**config.mk**
```make
export PLATFORM = sky130hd
export DESIGN_NAME = bpe_parity_report
export DESIGN_NICKNAME = d
export VERILOG_FILES = /design/src/bpe_pkg.sv /design/src/bpe_parity_report.sv
export SDC_FILE = /design/constraint.sdc
export NUM_CORES = 1
export LEC_CHECK = 0
export BUFFER_PORTS_ARGS = -buffer_cell sky130_fd_sc_hd__buf_4
export CAP_MARGIN = 10
export CORE_MARGIN = 1.5
export CORE_UTILIZATION = 42
export DETAILED_ROUTE_END_ITERATION = 10
export PLACE_DENSITY = 0.77
export SYNTH_ARGS = -nofsm -noshare
export SYNTH_HDL_FRONTEND = slang
export SYNTH_SLANG_ARGS = --single-unit
```
**constraint.sdc**
```tcl
create_clock -name core_clk -period 1.9 [get_ports core_clk]
set_clock_uncertainty 0.15 [all_clocks]
set_input_delay 0.19 -clock core_clk [delete_from_list [all_inputs] [get_ports core_clk]]
set_output_delay 0.19 -clock core_clk [all_outputs]
set_load 0.02 [all_outputs]
```
**src/bpe_pkg.sv**
```systemverilog
package bpe_pkg;

  // ----------------------------------------------------------------
  // Bus indices and register map
  // ----------------------------------------------------------------
  localparam int BPE_PRI = 0;
  localparam int BPE_SEC = 1;
  localparam int BPE_NBUS = 2;

  localparam logic [31:0] BPE_OFF_CTRL = 32'h0000_0000;
  localparam logic [31:0] BPE_OFF_STATUS = 32'h0000_0004;
  localparam logic [31:0] BPE_OFF_MASK = 32'h0000_0008;

  // Control register fields.
  localparam int BPE_CTRL_PRI_RESP = 0;
  localparam int BPE_CTRL_SEC_RESP = 1;
  localparam int BPE_CTRL_SERR_EN = 2;
  localparam int BPE_CTRL_PW_SERR_DIS = 3;
  localparam int BPE_CTRL_W = 4;
  localparam logic [3:0] BPE_CTRL_RST = 4'h0;

  // Status and mask register fields.
  localparam int BPE_ST_PRI_DET = 0;
  localparam int BPE_ST_PRI_DPAR = 1;
  localparam int BPE_ST_SEC_DET = 2;
  localparam int BPE_ST_SEC_DPAR = 3;
  localparam int BPE_ST_SIG_SERR = 4;
  localparam int BPE_ST_W = 5;
  localparam logic [4:0] BPE_ST_RST = 5'h00;
  localparam logic [4:0] BPE_MASK_RST = 5'h00;

  // ----------------------------------------------------------------
  // Timing
  // ----------------------------------------------------------------
  // Parity error pin fires this many clocks after the data phase.
  localparam int BPE_PERR_DELAY_CLK = 2;

  // ----------------------------------------------------------------
  // Types
  // ----------------------------------------------------------------
  // Role of the bridge in a data phase on one bus.
  typedef enum logic [2:0] {
    BPE_K_IDLE,
    BPE_K_TGT_PW,
    BPE_K_TGT_DW,
    BPE_K_TGT_RD,
    BPE_K_MST_RD,
    BPE_K_MST_PW,
    BPE_K_MST_DW
  } bpe_kind_e;

  // One completed data phase as seen by the bus interface.
  typedef struct packed {
    logic valid;
    bpe_kind_e kind;
    logic parityBad;
    logic perrSeen;
    logic initErr;
  } bpe_evt_s;

endpackage : bpe_pkg

```
**src/bpe_parity_report.sv**
```systemverilog
`timescale 1ns/10ps
module bpe_parity_report
  import bpe_pkg::*;
(
  input wire logic core_clk,
  input wire logic srst,
  input wire logic psel,
  input wire logic penable,
  input wire logic pwrite,
  input wire logic [31:0] paddr,
  input wire logic [31:0] pwdata,
  output logic [31:0] prdata,
  output logic pready,
  output logic pslverr,
  input wire bpe_evt_s [BPE_NBUS-1:0] busEvt,
  output logic [BPE_NBUS-1:0] fwdBadParity,
  output logic primaryParityErrorN,
  output logic primaryParityErrorOe,
  output logic secondaryParityErrorN,
  output logic secondaryParityErrorOe,
  output logic primarySystemErrorN,
  output logic primarySystemErrorOe,
  output logic irq
);

  // ----------------------------------------------------------------
  // Register bus decode
  // ----------------------------------------------------------------
  logic [BPE_CTRL_W-1:0] ctrl;
  logic [BPE_ST_W-1:0] status;
  logic [BPE_ST_W-1:0] mask;
  logic [BPE_ST_W-1:0] stSet;

  // The access is answered in its third cycle; writes land on that edge.
  wire accDone = psel & penable & pready;
  wire hitCtrl = (paddr == BPE_OFF_CTRL);
  wire hitStatus = (paddr == BPE_OFF_STATUS);
  wire hitMask = (paddr == BPE_OFF_MASK);
  wire hitAny = hitCtrl | hitStatus | hitMask;
  wire wrCtrl = accDone & pwrite & hitCtrl;
  wire wrStatus = accDone & pwrite & hitStatus;
  wire wrMask = accDone & pwrite & hitMask;
  wire [BPE_ST_W-1:0] stClr = wrStatus ? pwdata[BPE_ST_W-1:0] : '0;
  wire [31:0] rdMux = hitCtrl ? {{(32-BPE_CTRL_W){1'b0}}, ctrl} :
                      hitStatus ? {{(32-BPE_ST_W){1'b0}}, status} :
                      hitMask ? {{(32-BPE_ST_W){1'b0}}, mask} : 32'h0000_0000;

  wire priResp = ctrl[BPE_CTRL_PRI_RESP];
  wire secResp = ctrl[BPE_CTRL_SEC_RESP];
  wire bothResp = priResp & secResp;
  wire [BPE_NBUS-1:0] respEn = {secResp, priResp};

  // ----------------------------------------------------------------
  // Per-bus parity handling
  // ----------------------------------------------------------------
  logic [BPE_NBUS-1:0] detSet;
  logic [BPE_NBUS-1:0] dparSet;
  logic [BPE_NBUS-1:0] serrHit;
  logic [BPE_NBUS-1:0] dwPend;
  logic [BPE_NBUS-1:0] perrFire;
  logic [BPE_NBUS-1:0] perrStage;
  logic [BPE_NBUS-1:0] perrOeReg;
  logic [BPE_NBUS-1:0] perrPinN;

  genvar gb;
  generate
    for (gb = 0; gb < BPE_NBUS; gb++) begin : g_bus
      localparam int OTH = BPE_NBUS - 1 - gb;
      wire v = busEvt[gb].valid;
      wire bad = busEvt[gb].parityBad;
      wire perrIn = busEvt[gb].perrSeen;
      wire isTgtWr = (busEvt[gb].kind == BPE_K_TGT_PW) |
                     (busEvt[gb].kind == BPE_K_TGT_DW);
      wire isMstRd = (busEvt[gb].kind == BPE_K_MST_RD);
      wire isMstWr = (busEvt[gb].kind == BPE_K_MST_PW) |
                     (busEvt[gb].kind == BPE_K_MST_DW);
      // Only errors seen on this bus, as write target or read master.
      wire det = v & bad & (isTgtWr | isMstRd);
      // Delayed write completion carrying an error from the far bus.
      wire echo = v & (busEvt[gb].kind == BPE_K_TGT_DW) & dwPend[gb] & ~bad;
      // Posted-write serr disable only gates the downstream case.
      wire pwOk = (gb == BPE_SEC) ? ~ctrl[BPE_CTRL_PW_SERR_DIS] : 1'b1;

      // Detected parity bit ignores the response enables.
      assign detSet[gb] = det;
      // Data parity bit only while mastering this bus with response on.
      assign dparSet[gb] = v & respEn[gb] &
                           ((isMstRd & bad) | (isMstWr & perrIn));
      // Posted write error reported by target, not forwarded from initiator.
      assign serrHit[gb] = v & (busEvt[gb].kind == BPE_K_MST_PW) & perrIn &
                           ~busEvt[gb].initErr & pwOk & bothResp &
                           ctrl[BPE_CTRL_SERR_EN];
      // Pin fires on local detection, or on the delayed write echo.
      assign perrFire[gb] = (det & respEn[gb]) | (echo & bothResp);

      // Remember a target error on our delayed write for the initiator bus.
      always_ff @(posedge core_clk) begin
        if (srst) begin
          dwPend[OTH] <= 1'b0;
        end else if (v & (busEvt[gb].kind == BPE_K_MST_DW) & perrIn &
                     ~busEvt[gb].initErr) begin
          dwPend[OTH] <= 1'b1;
        end else if (busEvt[OTH].valid &
                     (busEvt[OTH].kind == BPE_K_TGT_DW)) begin
          dwPend[OTH] <= 1'b0;
        end
      end

      // Two-clock delay to the parity error pin, driven for one clock.
      always_ff @(posedge core_clk) begin
        if (srst) begin
          perrStage[gb] <= 1'b0;
          perrOeReg[gb] <= 1'b0;
          perrPinN[gb] <= 1'b1;
        end else begin
          perrStage[gb] <= perrFire[gb];
          perrOeReg[gb] <= perrStage[gb];
          perrPinN[gb] <= ~perrStage[gb];
        end
      end

      // Bad parity from a posted write target phase travels with the data.
      always_ff @(posedge core_clk) begin
        if (srst) begin
          fwdBadParity[gb] <= 1'b0;
        end else begin
          fwdBadParity[gb] <= v & bad &
                              (busEvt[gb].kind == BPE_K_TGT_PW);
        end
      end
    end
  endgenerate

  // ----------------------------------------------------------------
  // Status, system error and interrupt
  // ----------------------------------------------------------------
  wire serrAny = |serrHit;

  assign stSet = {serrAny, dparSet[BPE_SEC], detSet[BPE_SEC],
                  dparSet[BPE_PRI], detSet[BPE_PRI]};

  // Control and mask registers.
  always_ff @(posedge core_clk) begin
    if (srst) begin
      ctrl <= BPE_CTRL_RST;
      mask <= BPE_MASK_RST;
    end else begin
      if (wrCtrl) ctrl <= pwdata[BPE_CTRL_W-1:0];
      if (wrMask) mask <= pwdata[BPE_ST_W-1:0];
    end
  end

  // Sticky status; a new event wins over a same-cycle write-one clear.
  always_ff @(posedge core_clk) begin
    if (srst) begin
      status <= BPE_ST_RST;
    end else begin
      status <= (status & ~stClr) | stSet;
    end
  end

  // System error pin is open drain, pulsed low for one clock.
  always_ff @(posedge core_clk) begin
    if (srst) begin
      primarySystemErrorN <= 1'b1;
      primarySystemErrorOe <= 1'b0;
    end else begin
      primarySystemErrorN <= ~serrAny;
      primarySystemErrorOe <= serrAny;
    end
  end

  // Interrupt is high while any unmasked status bit is set.
  always_ff @(posedge core_clk) begin
    if (srst) begin
      irq <= 1'b0;
    end else begin
      irq <= |(status & mask);
    end
  end

  // APB answer: one wait state, error on unmapped addresses.
  always_ff @(posedge core_clk) begin
    if (srst) begin
      pready <= 1'b0;
      pslverr <= 1'b0;
      prdata <= 32'h0000_0000;
    end else begin
      pready <= psel & penable & ~pready;
      pslverr <= psel & penable & ~pready & ~hitAny;
      prdata <= (psel & penable & ~pready & ~pwrite) ? rdMux : 32'h0000_0000;
    end
  end

  // ----------------------------------------------------------------
  // Pin mapping
  // ----------------------------------------------------------------
  assign primaryParityErrorN = perrPinN[BPE_PRI];
  assign primaryParityErrorOe = perrOeReg[BPE_PRI];
  assign secondaryParityErrorN = perrPinN[BPE_SEC];
  assign secondaryParityErrorOe = perrOeReg[BPE_SEC];

endmodule : bpe_parity_report

```
==> results of run 1 <==
## cell families (layout without fill, tap and decap cells)
| logic type | Yosys count | in the layout | synth area share |
|---|---|---|---|
| AO/OA/AOI/OAI | 33 | 33 | 0.1263 |
| flip-flops | 34 | 34 | 0.3487 |
| XOR/XNOR | 2 | 2 | 0.008976 |
| other | 1 | 27 | 0.001921 |
| multiplexers | 11 | 11 | 0.05641 |
| AND/OR/NAND/NOR | 77 | 77 | 0.3244 |
| buffers and inverters | 42 | 93 | 0.1333 |
## area by class of cell
class	count	area, um^2
clock buffer	6	82.58
clock inverter	2	12.51
fill	398	1868
inverter	11	41.29
multi-input combinational	150	1109
sequential	34	680.7
tap	52	65.06
timing repair buffer	74	555.5
## metrics by stage
| step | hold WS [ns] | worst slack (ns) | cells | total power, W | instance area [um^2] |
|---|---|---|---|---|---|
| after CTS | 0.03151 | 0.3389 | 329 | 0.001524 | 2546 |
| after detailed placement | 0.2359 | 0.1043 | 321 | 0.0009805 | 2451 |
| final | 0.03689 | 0.3359 | 329 | 0.001512 | 2546 |
| after global routing | 0.04200 | 0.2647 | 329 | 0.001574 | 2546 |
| after global placement | 0.2323 | 0.09658 | 321 | 0.0009781 | 2451 |
| after floorplan | 0.1890 | 0.3396 | 226 | 0.0008887 | 2049 |
## registers in the layout, summed over array words and instances, names as in the netlist, 2 cells and up
register / flops
status: 5
mask: 5
dwPend: 2
ctrl: 4
perrStage: 2
prdata: 5
fwdBadParity: 2
## worst register-to-register path: stages, from the launching register on
cell and delay [ns]:
dfxtp_1 0.32, or3_1 0.40, or3_4 0.40, a211oi_2 0.20
## path summary, 6_finish.rpt
check                        end          from
min reg2reg  primaryParityErrorN  perrStage[0]
max reg2reg            prdata[2]        pready
max                    prdata[2]        pready
min              fwdBadParity[0]     busEvt[3]
## cell usage in the layout, fill, tap and decap left out, drive strengths merged
cell type  Yosys  layout
nor4bb         1       1
a211oi         5       5
clkbuf         3       6
nor3           6       6
dfxtp         34      34
nor2           6       6
clkinvlp       0       1
o31a           1       1
clkinv         0       1
mux2i         11      11
and4           4       4
xor2           2       2
buf           28      74
nand4bb        1       1
and3           1       1
inv           11      11
conb           1      27
a31oi          1       1
nor4b          1       1
a32o           1       1
a22oi          3       3
o2111ai        2       2
a21oi          6       6
nor4           9       9
nor3b          2       2
nand2b        17      17
nand3b         3       3
nor2b          2       2
and4b          2       2
or3b           1       1
nand4          9       9
a222oi         1       1
nand2          9       9
o41ai          4       4
or3            3       3
o21ai          8       8
o2bb2ai        1       1
## per-layer routing
layer  up-vias  share of wire  track usage
li1        829              -            -
met1       751           0.43       0.2162
met2        73           0.49       0.2623
met3         2          0.077      0.03989
met4         0         0.0076      0.06709
met5         -              0            0
## power by group through the flow
stage                     Clock [W]  Sequential, W  Combinational, W
after global placement            0       0.000737          0.000241
after floorplan                   0       0.000739          0.000150
after detailed placement          0       0.000737          0.000243
after global routing       0.000591       0.000721          0.000262
after CTS                  0.000559       0.000721          0.000244
final                      0.000546       0.000721          0.000245
==> flow_summary.yaml, run 1 <==
logic_synthesis:
  ys_ff_latch: 34
  ys_top_cells_by_area: "dfxtp_1, buf_4, nor4_4, mux2i_1, nand2b_1"
  synth-edff-count: 0
  yosysWarningCount: 0
  async_flop_share: 0
  yosysTopAreaCellShare: 0.3487
  synthTopCellsByCount: "dfxtp_1, buf_4, nand2b_1, mux2i_1, inv_1"
  netlist_instances: 200
  synth_ff_type: "dfxtp_1"
  yosysTopAreaCell: "dfxtp_1"
  synth_cell_type_count: 44
  synth.most_common_cell: "dfxtp_1"
  syn_area_mm2: 0.001952
  ys_seq_area_frac: 0.3487
  synth.avg_cell_area_um2: 9.759
floorplanning:
  num_rows: 24
  initial_core_util: 0.4422
  die_w_um: 71.17
  core_area_mm2: 0.004414
  ios: 126
  die_h_um: 71.17
  dieArea_mm2: 0.005065
cells_and_area:
  syn2layout_area_growth_pct: 30.45
  final_core_util: 0.5768
  final_layout_size_suffix_gt1_frac: 0.3646
  nets: 359
  n_antenna_cell: 0
sta:
  setup_viol: 0
  fin_crit_sh: 0.8232
  fmax_mhz: 639.4
  period_needed_ns: 1.564
  hold_viol_final: 0
  setup-tns-final_ns: 0
  drv_slew: 0
  rsz0062_at_grt: "false"
detailed_routing:
  via_per_inst: 5.030
  drt-wirelength-per-cell_um: 12.82
  vias: 1655
  drc: 0
  wl_um: 4218
  ant_nets: 0
  first_pass_iters: 4
  drtIter0Drc: 80
clock_network:
  cts_buffers: 5
  clkLatencyLatePin_ns: 0.28
  cts_sinks: 34
  cts_max_path_buffers: 2
  postCtsHoldBufs: 0
  cts-root-buf: "clkbuf_8"
  htreeDepth: 2
  post_cts_buffers: 0
  ctsResizeCount: 0
  clk_pin_slew_worst_paths_ns: 0.07
  tritoncts: "built"
job:
  maxCapViolCount: 0
placed_design:
  dp_hpwl_um: 3369
  place.gp.congestion: 0.8921
  port_buffers: 71
global_routing:
  grt_pass1_vias: 1442
  track_usage: 0.1655
  globalRouteOverflowTotal: 0
  antenna_found_initial: 0
  grt_max_degree: 26
  grt_pass1_wl_um: 6624
setup_path:
  r2r_setup_slack_ns: 0.34
  crit_cells: 3
  required_ns: 1.94
  critPathLaunchType: "flop"
  endpoint_kind: "flop"
  crit_fanout: 5
  worst-path-buf-inv: 0
  cpPeakStageDelay_ns: 0.40
  crit_family: "simple AND/OR/NAND/NOR gates"
  worstSetupPathType: "reg2reg"
  slowest_stage: "or3_1"
  path_cells: "or3_1 -> or3_4 -> a211oi_2"
  r2r_cells: 3
  worstPathArrival_ns: 1.60
power:
  p_sw_w: 0.0003930
  pwr-share-comb: 0.162
  clockPowerShare: 0.361
  ir_drop_mv: 0.2674
  power.density_mw_per_mm2: 593.8
  seqPwrFrac: 0.477
  p_leak_nw: 1.097
  sw_frac_of_total: 0.2599
  intPower_w: 0.001119
run_status:
  run_status: "completed"
worst_hold_path:
  hold_path_class: "in2reg"
  hold_depth: 2
Note: power is estimated with default switching activity, not from simulation.
==> run 2: changes to the inputs <==
--- a/config.mk
+++ b/config.mk
@@ -5,6 +5,7 @@
 export SDC_FILE = /design/constraint.sdc
 export NUM_CORES = 1
 export LEC_CHECK = 0
+export ABC_AREA = 1
 export BUFFER_PORTS_ARGS = -buffer_cell sky130_fd_sc_hd__buf_4
 export CAP_MARGIN = 10
 export CORE_MARGIN = 1.5
==> constraint.sdc (replaced) <==
create_clock -name core_clk -period 1.59 [get_ports core_clk]
set_clock_uncertainty 0.15 [all_clocks]
set_input_delay 0.159 -clock core_clk [delete_from_list [all_inputs] [get_ports core_clk]]
set_output_delay 0.159 -clock core_clk [all_outputs]
set_load 0.02 [all_outputs]
==> run 2 against run 1 <==
  * Combinational power increased by 16%
  * Critical endpoint is now mask[4]
  * Highest routed layer unchanged
  * Synthesized area down 0.51%
  * Setup slack got worse by 0.27 ns
==> flow_summary.yaml, run 2 <==
run_status:
  run_status: "completed"
setup_path:
  crit_cells: 9
  crit_family: "buffers and inverters"
  path_cells: "dlygate4sd3_1 -> buf_4 -> inv_1 -> nor3_2 -> inv_1 -> nor2_8 -> nand2_1 -> nand2_1 -> nor2_1"
  critPathLaunchType: "input pin"
  r2r-end: "mask[4]"
  worstSetupPathType: "in2reg"
  r2r_setup_slack_ns: 0.20
  slowest_stage: "dlygate4sd3_1"
  required_ns: 1.63
  r2r_cells: 7
  crit_fanout: 10
  worstPathArrival_ns: 1.57
  cpPeakStageDelay_ns: 0.53
  worst-path-buf-inv: 4
  timing.rr.start: "pready"
  endpoint_kind: "flop"
cells_and_area:
  final_layout_size_suffix_gt1_frac: 0.2693
  final_cell_mix: "buf_4, nand2_1, inv_1, nor2_1, dfxtp_1"
  final_common_cell: "buf_4"
  syn2layout_area_growth_pct: 36.15
  layoutNonFillerInstCount: 427
  final_core_util: 0.5989
  nets: 457
  final_area_mm2: 0.002644
  top_regs: "mask (5), prdata (5), status (5)"
  n_antenna_cell: 0
power:
  clockPowerShare: 0.412
  ir_drop_mv: 0.4796
  p_leak_nw: 1.331
  intPower_w: 0.001452
  sw_frac_of_total: 0.2547
  finalPower_w: 0.001948
  power.density_mw_per_mm2: 736.7
  p_sw_w: 0.0004962
  pwr-share-comb: 0.146
  seqPwrFrac: 0.442
clock_network:
  cts_sinks: 34
  tritoncts: "built"
  htreeDepth: 2
  cts_buffers: 5
  cts-root-buf: "clkbuf_8"
  cts_max_path_buffers: 2
  clk_pin_slew_worst_paths_ns: 0.07
  clkLatencyLatePin_ns: 0.30
detailed_routing:
  vias: 1982
  drtIter0Drc: 114
  first_pass_iters: 4
  via_per_inst: 4.642
  drt-wirelength-per-cell_um: 10.86
  drc: 0
  wl_um: 4636
  ant_nets: 0
sta:
  setup-tns-final_ns: 0
  hold_viol_final: 0
  period_needed_ns: 1.524
  fmax_mhz: 656.3
  fin_crit_sh: 0.9583
  setup_viol: 0
  rsz0062_at_grt: "true"
  drv_slew: 0
global_routing:
  grt_max_degree: 14
  grt_pass1_vias: 1870
  globalRouteOverflowTotal: 0
  track_usage: 0.1931
  antenna_found_initial: 0
  grt_pass1_wl_um: 7728
floorplanning:
  dieArea_mm2: 0.005040
  die_h_um: 71.00
  die_w_um: 71.00
  num_rows: 24
  core_area_mm2: 0.004414
  initial_core_util: 0.4399
  ios: 126
logic_synthesis:
  synthTopCellsByCount: "nand2_1, inv_1, nor2_1, dfxtp_1, nand3_1"
  yosysTopAreaCellShare: 0.3505
  ys_seq_area_frac: 0.3505
  synth.avg_cell_area_um2: 6.696
  synth_ff_type: "dfxtp_1"
  async_flop_share: 0
  yosysWarningCount: 0
  syn_area_mm2: 0.001942
  ys_top_cells_by_area: "dfxtp_1, nand2_1, buf_4, nand3_1, inv_1"
  yosysTopAreaCell: "dfxtp_1"
  synth-edff-count: 0
  synth_cell_type_count: 26
  ys_ff_latch: 34
  synth.most_common_cell: "nand2_1"
  netlist_instances: 290
worst_hold_path:
  hold_depth: 3
  hold_end: "fwdBadParity[1]"
  hold_path_class: "in2reg"
  min_from: "busEvt[10]"
job:
  maxCapViolCount: 0
placed_design:
  port_buffers: 71
  dpl_cell_area_mm2: 0.002454
  dp_hpwl_um: 3511
  place.gp.congestion: 0.8619
  placed_cells: 412
==> run 2: cell types whose count changed after synthesis, moves of 4 or more <==
| cell | delta |
|---|---|
| nand2_1 | +47 |
| nor2_1 | +35 |
| nand3_1 | +32 |
| inv_1 | +31 |
| nand2b_1 | -17 |
| a21oi_1 | +14 |
| mux2i_1 | -11 |
| nor4_4 | -8 |
| a211oi_2 | -4 |
| nor2_4 | +4 |
| o21ai_0 | -4 |
| o41ai_1 | -4 |
==> run 2: power by group through the flow <==
stage               sequential, W  clock (W)  combinational (W)
floorplan                0.000882          0           0.000180
global placement         0.000880          0           0.000263
finish                   0.000860   0.000802           0.000285
global route             0.000861   0.000858           0.000313
CTS                      0.000860   0.000807           0.000281
detailed placement       0.000880          0           0.000268
==> run 2: metal layers <==
metal	GRT usage	wire length [um]
met5	0	0
met4	0.05870	50
met3	0.05698	348
met2	0.3510	2411
met1	0.2166	1826
==> run 2: worst register-to-register path: stages (launching register included) <==
cell and delay (ns):
dfxtp_1 0.35, inv_1 0.06, nor3_2 0.24, inv_1 0.14
nor2_8 0.17, nand2_1 0.08, nand2_1 0.06, nor2_1 0.04
==> run 2: area by class of cell <==
| class | instances | area (um^2) |
|---|---|---|
| Clock inverter | 3 | 45.04 |
| Sequential cell | 34 | 680.7 |
| Tap cell | 52 | 65.06 |
| Fill cell | 441 | 1770 |
| Inverter | 43 | 161.4 |
| Timing Repair Buffer | 82 | 646.9 |
| Multi-Input combinational cell | 208 | 975.9 |
| Clock buffer | 5 | 68.82 |
==> run 2: timing repair <==
item                       in CTS  in global routing
resized for setup               0                  4
buffers inserted                0                  1
setup endpoints to repair       0                  7
hold buffers                    6                  0
hold endpoints to repair       11                  0
==> run 2: cell families (layout without fill, tap and decap cells) <==
group                  count (synthesis)  count (layout)  synth area share
flip-flops                            34              34            0.3505
other                                  1              27          0.001931
AND/OR/NAND/NOR                      152             152            0.3660
AO/OA/AOI/OAI                         29              29           0.08183
buffers and inverters                 74             133            0.1997
==> run 2: worst max-delay path by stage <==
stage / startpoint / endpoint / slack, ns
after floorplan: pready / mask[0] / 0.1
after global placement: paddr[15] / mask[4] / 0.11
after detailed placement: paddr[15] / status[4] / 0.05
after CTS: pwrite / status[4] / 0.09
after global routing: pwrite / mask[4] / -0.05
final: pwrite / mask[4] / 0.07
==> run 2: through the flow <==
step | hold slack, ns | worst slack [ns]
floorplan | 0.08788 | 0.09821
global placement | 0.2341 | 0.1082
detailed placement | 0.2389 | 0.04863
CTS | 0.009654 | 0.09279
global route | 0.02611 | -0.05145
finish | 0.01040 | 0.06637
==> run 3: changes to the inputs <==
--- a/config.mk
+++ b/config.mk
@@ -5,13 +5,13 @@
 export SDC_FILE = /design/constraint.sdc
 export NUM_CORES = 1
 export LEC_CHECK = 0
-export ABC_AREA = 1
 export BUFFER_PORTS_ARGS = -buffer_cell sky130_fd_sc_hd__buf_4
 export CAP_MARGIN = 10
 export CORE_MARGIN = 1.5
 export CORE_UTILIZATION = 42
 export DETAILED_ROUTE_END_ITERATION = 10
 export PLACE_DENSITY = 0.77
+export SETUP_SLACK_MARGIN = 0.5
 export SYNTH_ARGS = -nofsm -noshare
 export SYNTH_HDL_FRONTEND = slang
 export SYNTH_SLANG_ARGS = --single-unit
==> run 3 against run 2 <==
  * Worst hold slack improved by 0.0019 ns
  * Non-clock buffer count rose by 1
  * Largest power group unchanged
  * Wire length is 3.0% lower
  * Sequential power barely moved
  * Via count down 13%
  * Critical path type is now reg2reg
==> flow_summary.yaml, run 3 (synthesis results as in run 1) <==
setup_path:
  r2r-end: "prdata[1]"
  path_cells: "or3_4 -> or3_4 -> a211oi_2"
  worstPathArrival_ns: 1.56
  crit_family: "simple AND/OR/NAND/NOR gates"
  critPathLaunchType: "flop"
  crit_top_cell: "or3_4"
  timing.rr.start: "pready"
  r2r_cells: 3
  required_ns: 1.64
  crit_cells: 3
  r2r_setup_slack_ns: 0.08
  crit_fanout: 5
  cpPeakStageDelay_ns: 0.39
  worst-path-buf-inv: 0
  endpoint_kind: "flop"
  slowest_stage: "or3_4"
  worstSetupPathType: "reg2reg"
cells_and_area:
  final_layout_size_suffix_gt1_frac: 0.4266
  final_cell_mix: "buf_4, dfxtp_1, conb_1, nand2b_1, mux2i_1"
  syn2layout_area_growth_pct: 38.72
  fillCellCount: 384
  n_antenna_cell: 0
  final_area_mm2: 0.002708
  top_regs: "mask (5), prdata (5), status (5)"
  final_common_cell: "buf_4"
  nets: 368
clock_network:
  tritoncts: "built"
  cts_sinks: 34
  clkLatencyLatePin_ns: 0.28
  htreeDepth: 2
  cts-root-buf: "clkbuf_8"
  postCtsHoldBufs: 0
  cts_max_path_buffers: 2
  cts_buffers: 5
  clk_pin_slew_worst_paths_ns: 0.07
placed_design:
  dp_hpwl_um: 3514
  place.gp.congestion: 0.9597
  dpl_cell_area_mm2: 0.002529
  port_buffers: 71
sta:
  setup_viol: 0
  fmax_mhz: 661.1
  setup-tns-final_ns: 0
  rsz0062_at_grt: "true"
  period_needed_ns: 1.513
  hold_viol_final: 0
  drv_slew: 0
  fin_crit_sh: 0.9514
global_routing:
  grt_pass1_wl_um: 7010
  track_usage: 0.1736
  globalRouteOverflowTotal: 0
  grt_pass1_vias: 1556
  grt_max_degree: 14
  antenna_found_initial: 0
power:
  ir_drop_mv: 0.3309
  p_leak_nw: 1.188
  intPower_w: 0.001466
  sw_frac_of_total: 0.2436
  pwr-share-comb: 0.164
  power.density_mw_per_mm2: 715.9
  p_sw_w: 0.0004721
  finalPower_w: 0.001938
  seqPwrFrac: 0.444
  clockPowerShare: 0.392
floorplanning:
  num_rows: 24
  core_area_mm2: 0.004414
  dieArea_mm2: 0.005065
  initial_core_util: 0.4422
  die_w_um: 71.17
  ios: 126
  die_h_um: 71.17
run_status:
  run_status: "completed"
worst_hold_path:
  hold_depth: 2
  min_from: "busEvt[3]"
  hold_path_class: "in2reg"
  hold_end: "fwdBadParity[0]"
detailed_routing:
  via_per_inst: 5.098
  drtIter0Drc: 112
  drc: 0
  first_pass_iters: 4
  wl_um: 4499
  ant_nets: 0
  vias: 1723
  drt-wirelength-per-cell_um: 13.31
job:
  maxCapViolCount: 0
-- run 3: cell count changes in the layout (fill, tap and decap cells not counted), sizes merged, moves of 5 or more --
cell / delta
a211oi: +5
inv: -32
nor4: +9
nand2b: +17
mux2i: +11
nor2: -42
nand2: -49
buf: +7
a21oi: -14
dlygate4sd3: -6
nand3: -33
-- run 3: layout make-up --
class	instances	area (um^2)	share of cell area
clock buffer	5	68.82	0.02542
tap	52	65.06	0.02403
inverter	11	41.29	0.01525
clock inverter	3	40.04	0.01479
timing repair buffer	83	645.6	0.2384
sequential	34	689.4	0.2546
multi-input combinational	150	1157	0.4274
-- run 3: worst max-delay path by stage --
| stage | start | endpoint | slack [ns] |
|---|---|---|---|
| 6_report | pready | prdata[1] | 0.08 |
| 2_1_floorplan | paddr[17] | prdata[4] | 0.10 |
| 3_5_place_dp | paddr[17] | prdata[1] | -0.19 |
| 5_1_grt | pready | prdata[0] | 0.05 |
| 3_3_place_gp | paddr[17] | prdata[0] | -0.18 |
| 4_1_cts | pready | prdata[1] | 0.07 |
-- run 3: routing by layer --
metal	global-route usage	part of all wire	vias up
met5	0	0	-
li1	-	-	850
met2	0.2829	0.48	71
met1	0.2306	0.43	795
met3	0.03419	0.065	7
met4	0.05660	0.015	0
-- run 3: per-stage QoR --
stage / setup slack, ns / hold slack, ns / utilization / instances
floorplan: 0.1046 / 0.1580 / - / 226
global placement: -0.1767 / 0.2332 / 0.5728 / 325
detailed placement: -0.1880 / 0.2353 / 0.5728 / 325
CTS: 0.07478 / 0.009044 / 0.6046 / 336
global route: 0.04770 / 0.01442 / 0.6134 / 338
finish: 0.07729 / 0.01234 / 0.6134 / 338
-- run 3: power groups by stage --
stage | logic (W) | clock network [W] | registers [W]
global placement | 0.000303 | 0 | 0.000880
detailed placement | 0.000306 | 0 | 0.000880
global route | 0.000341 | 0.000814 | 0.000860
floorplan | 0.000185 | 0 | 0.000882
CTS | 0.000309 | 0.000774 | 0.000860
finish | 0.000318 | 0.000760 | 0.000861
-- run 3: repair_timing --
action	in CTS	in global routing
setup endpoints to repair	23	27
pin swaps	6	12
setup buffers	3	2
resized for setup	6	8
cloned	0	0
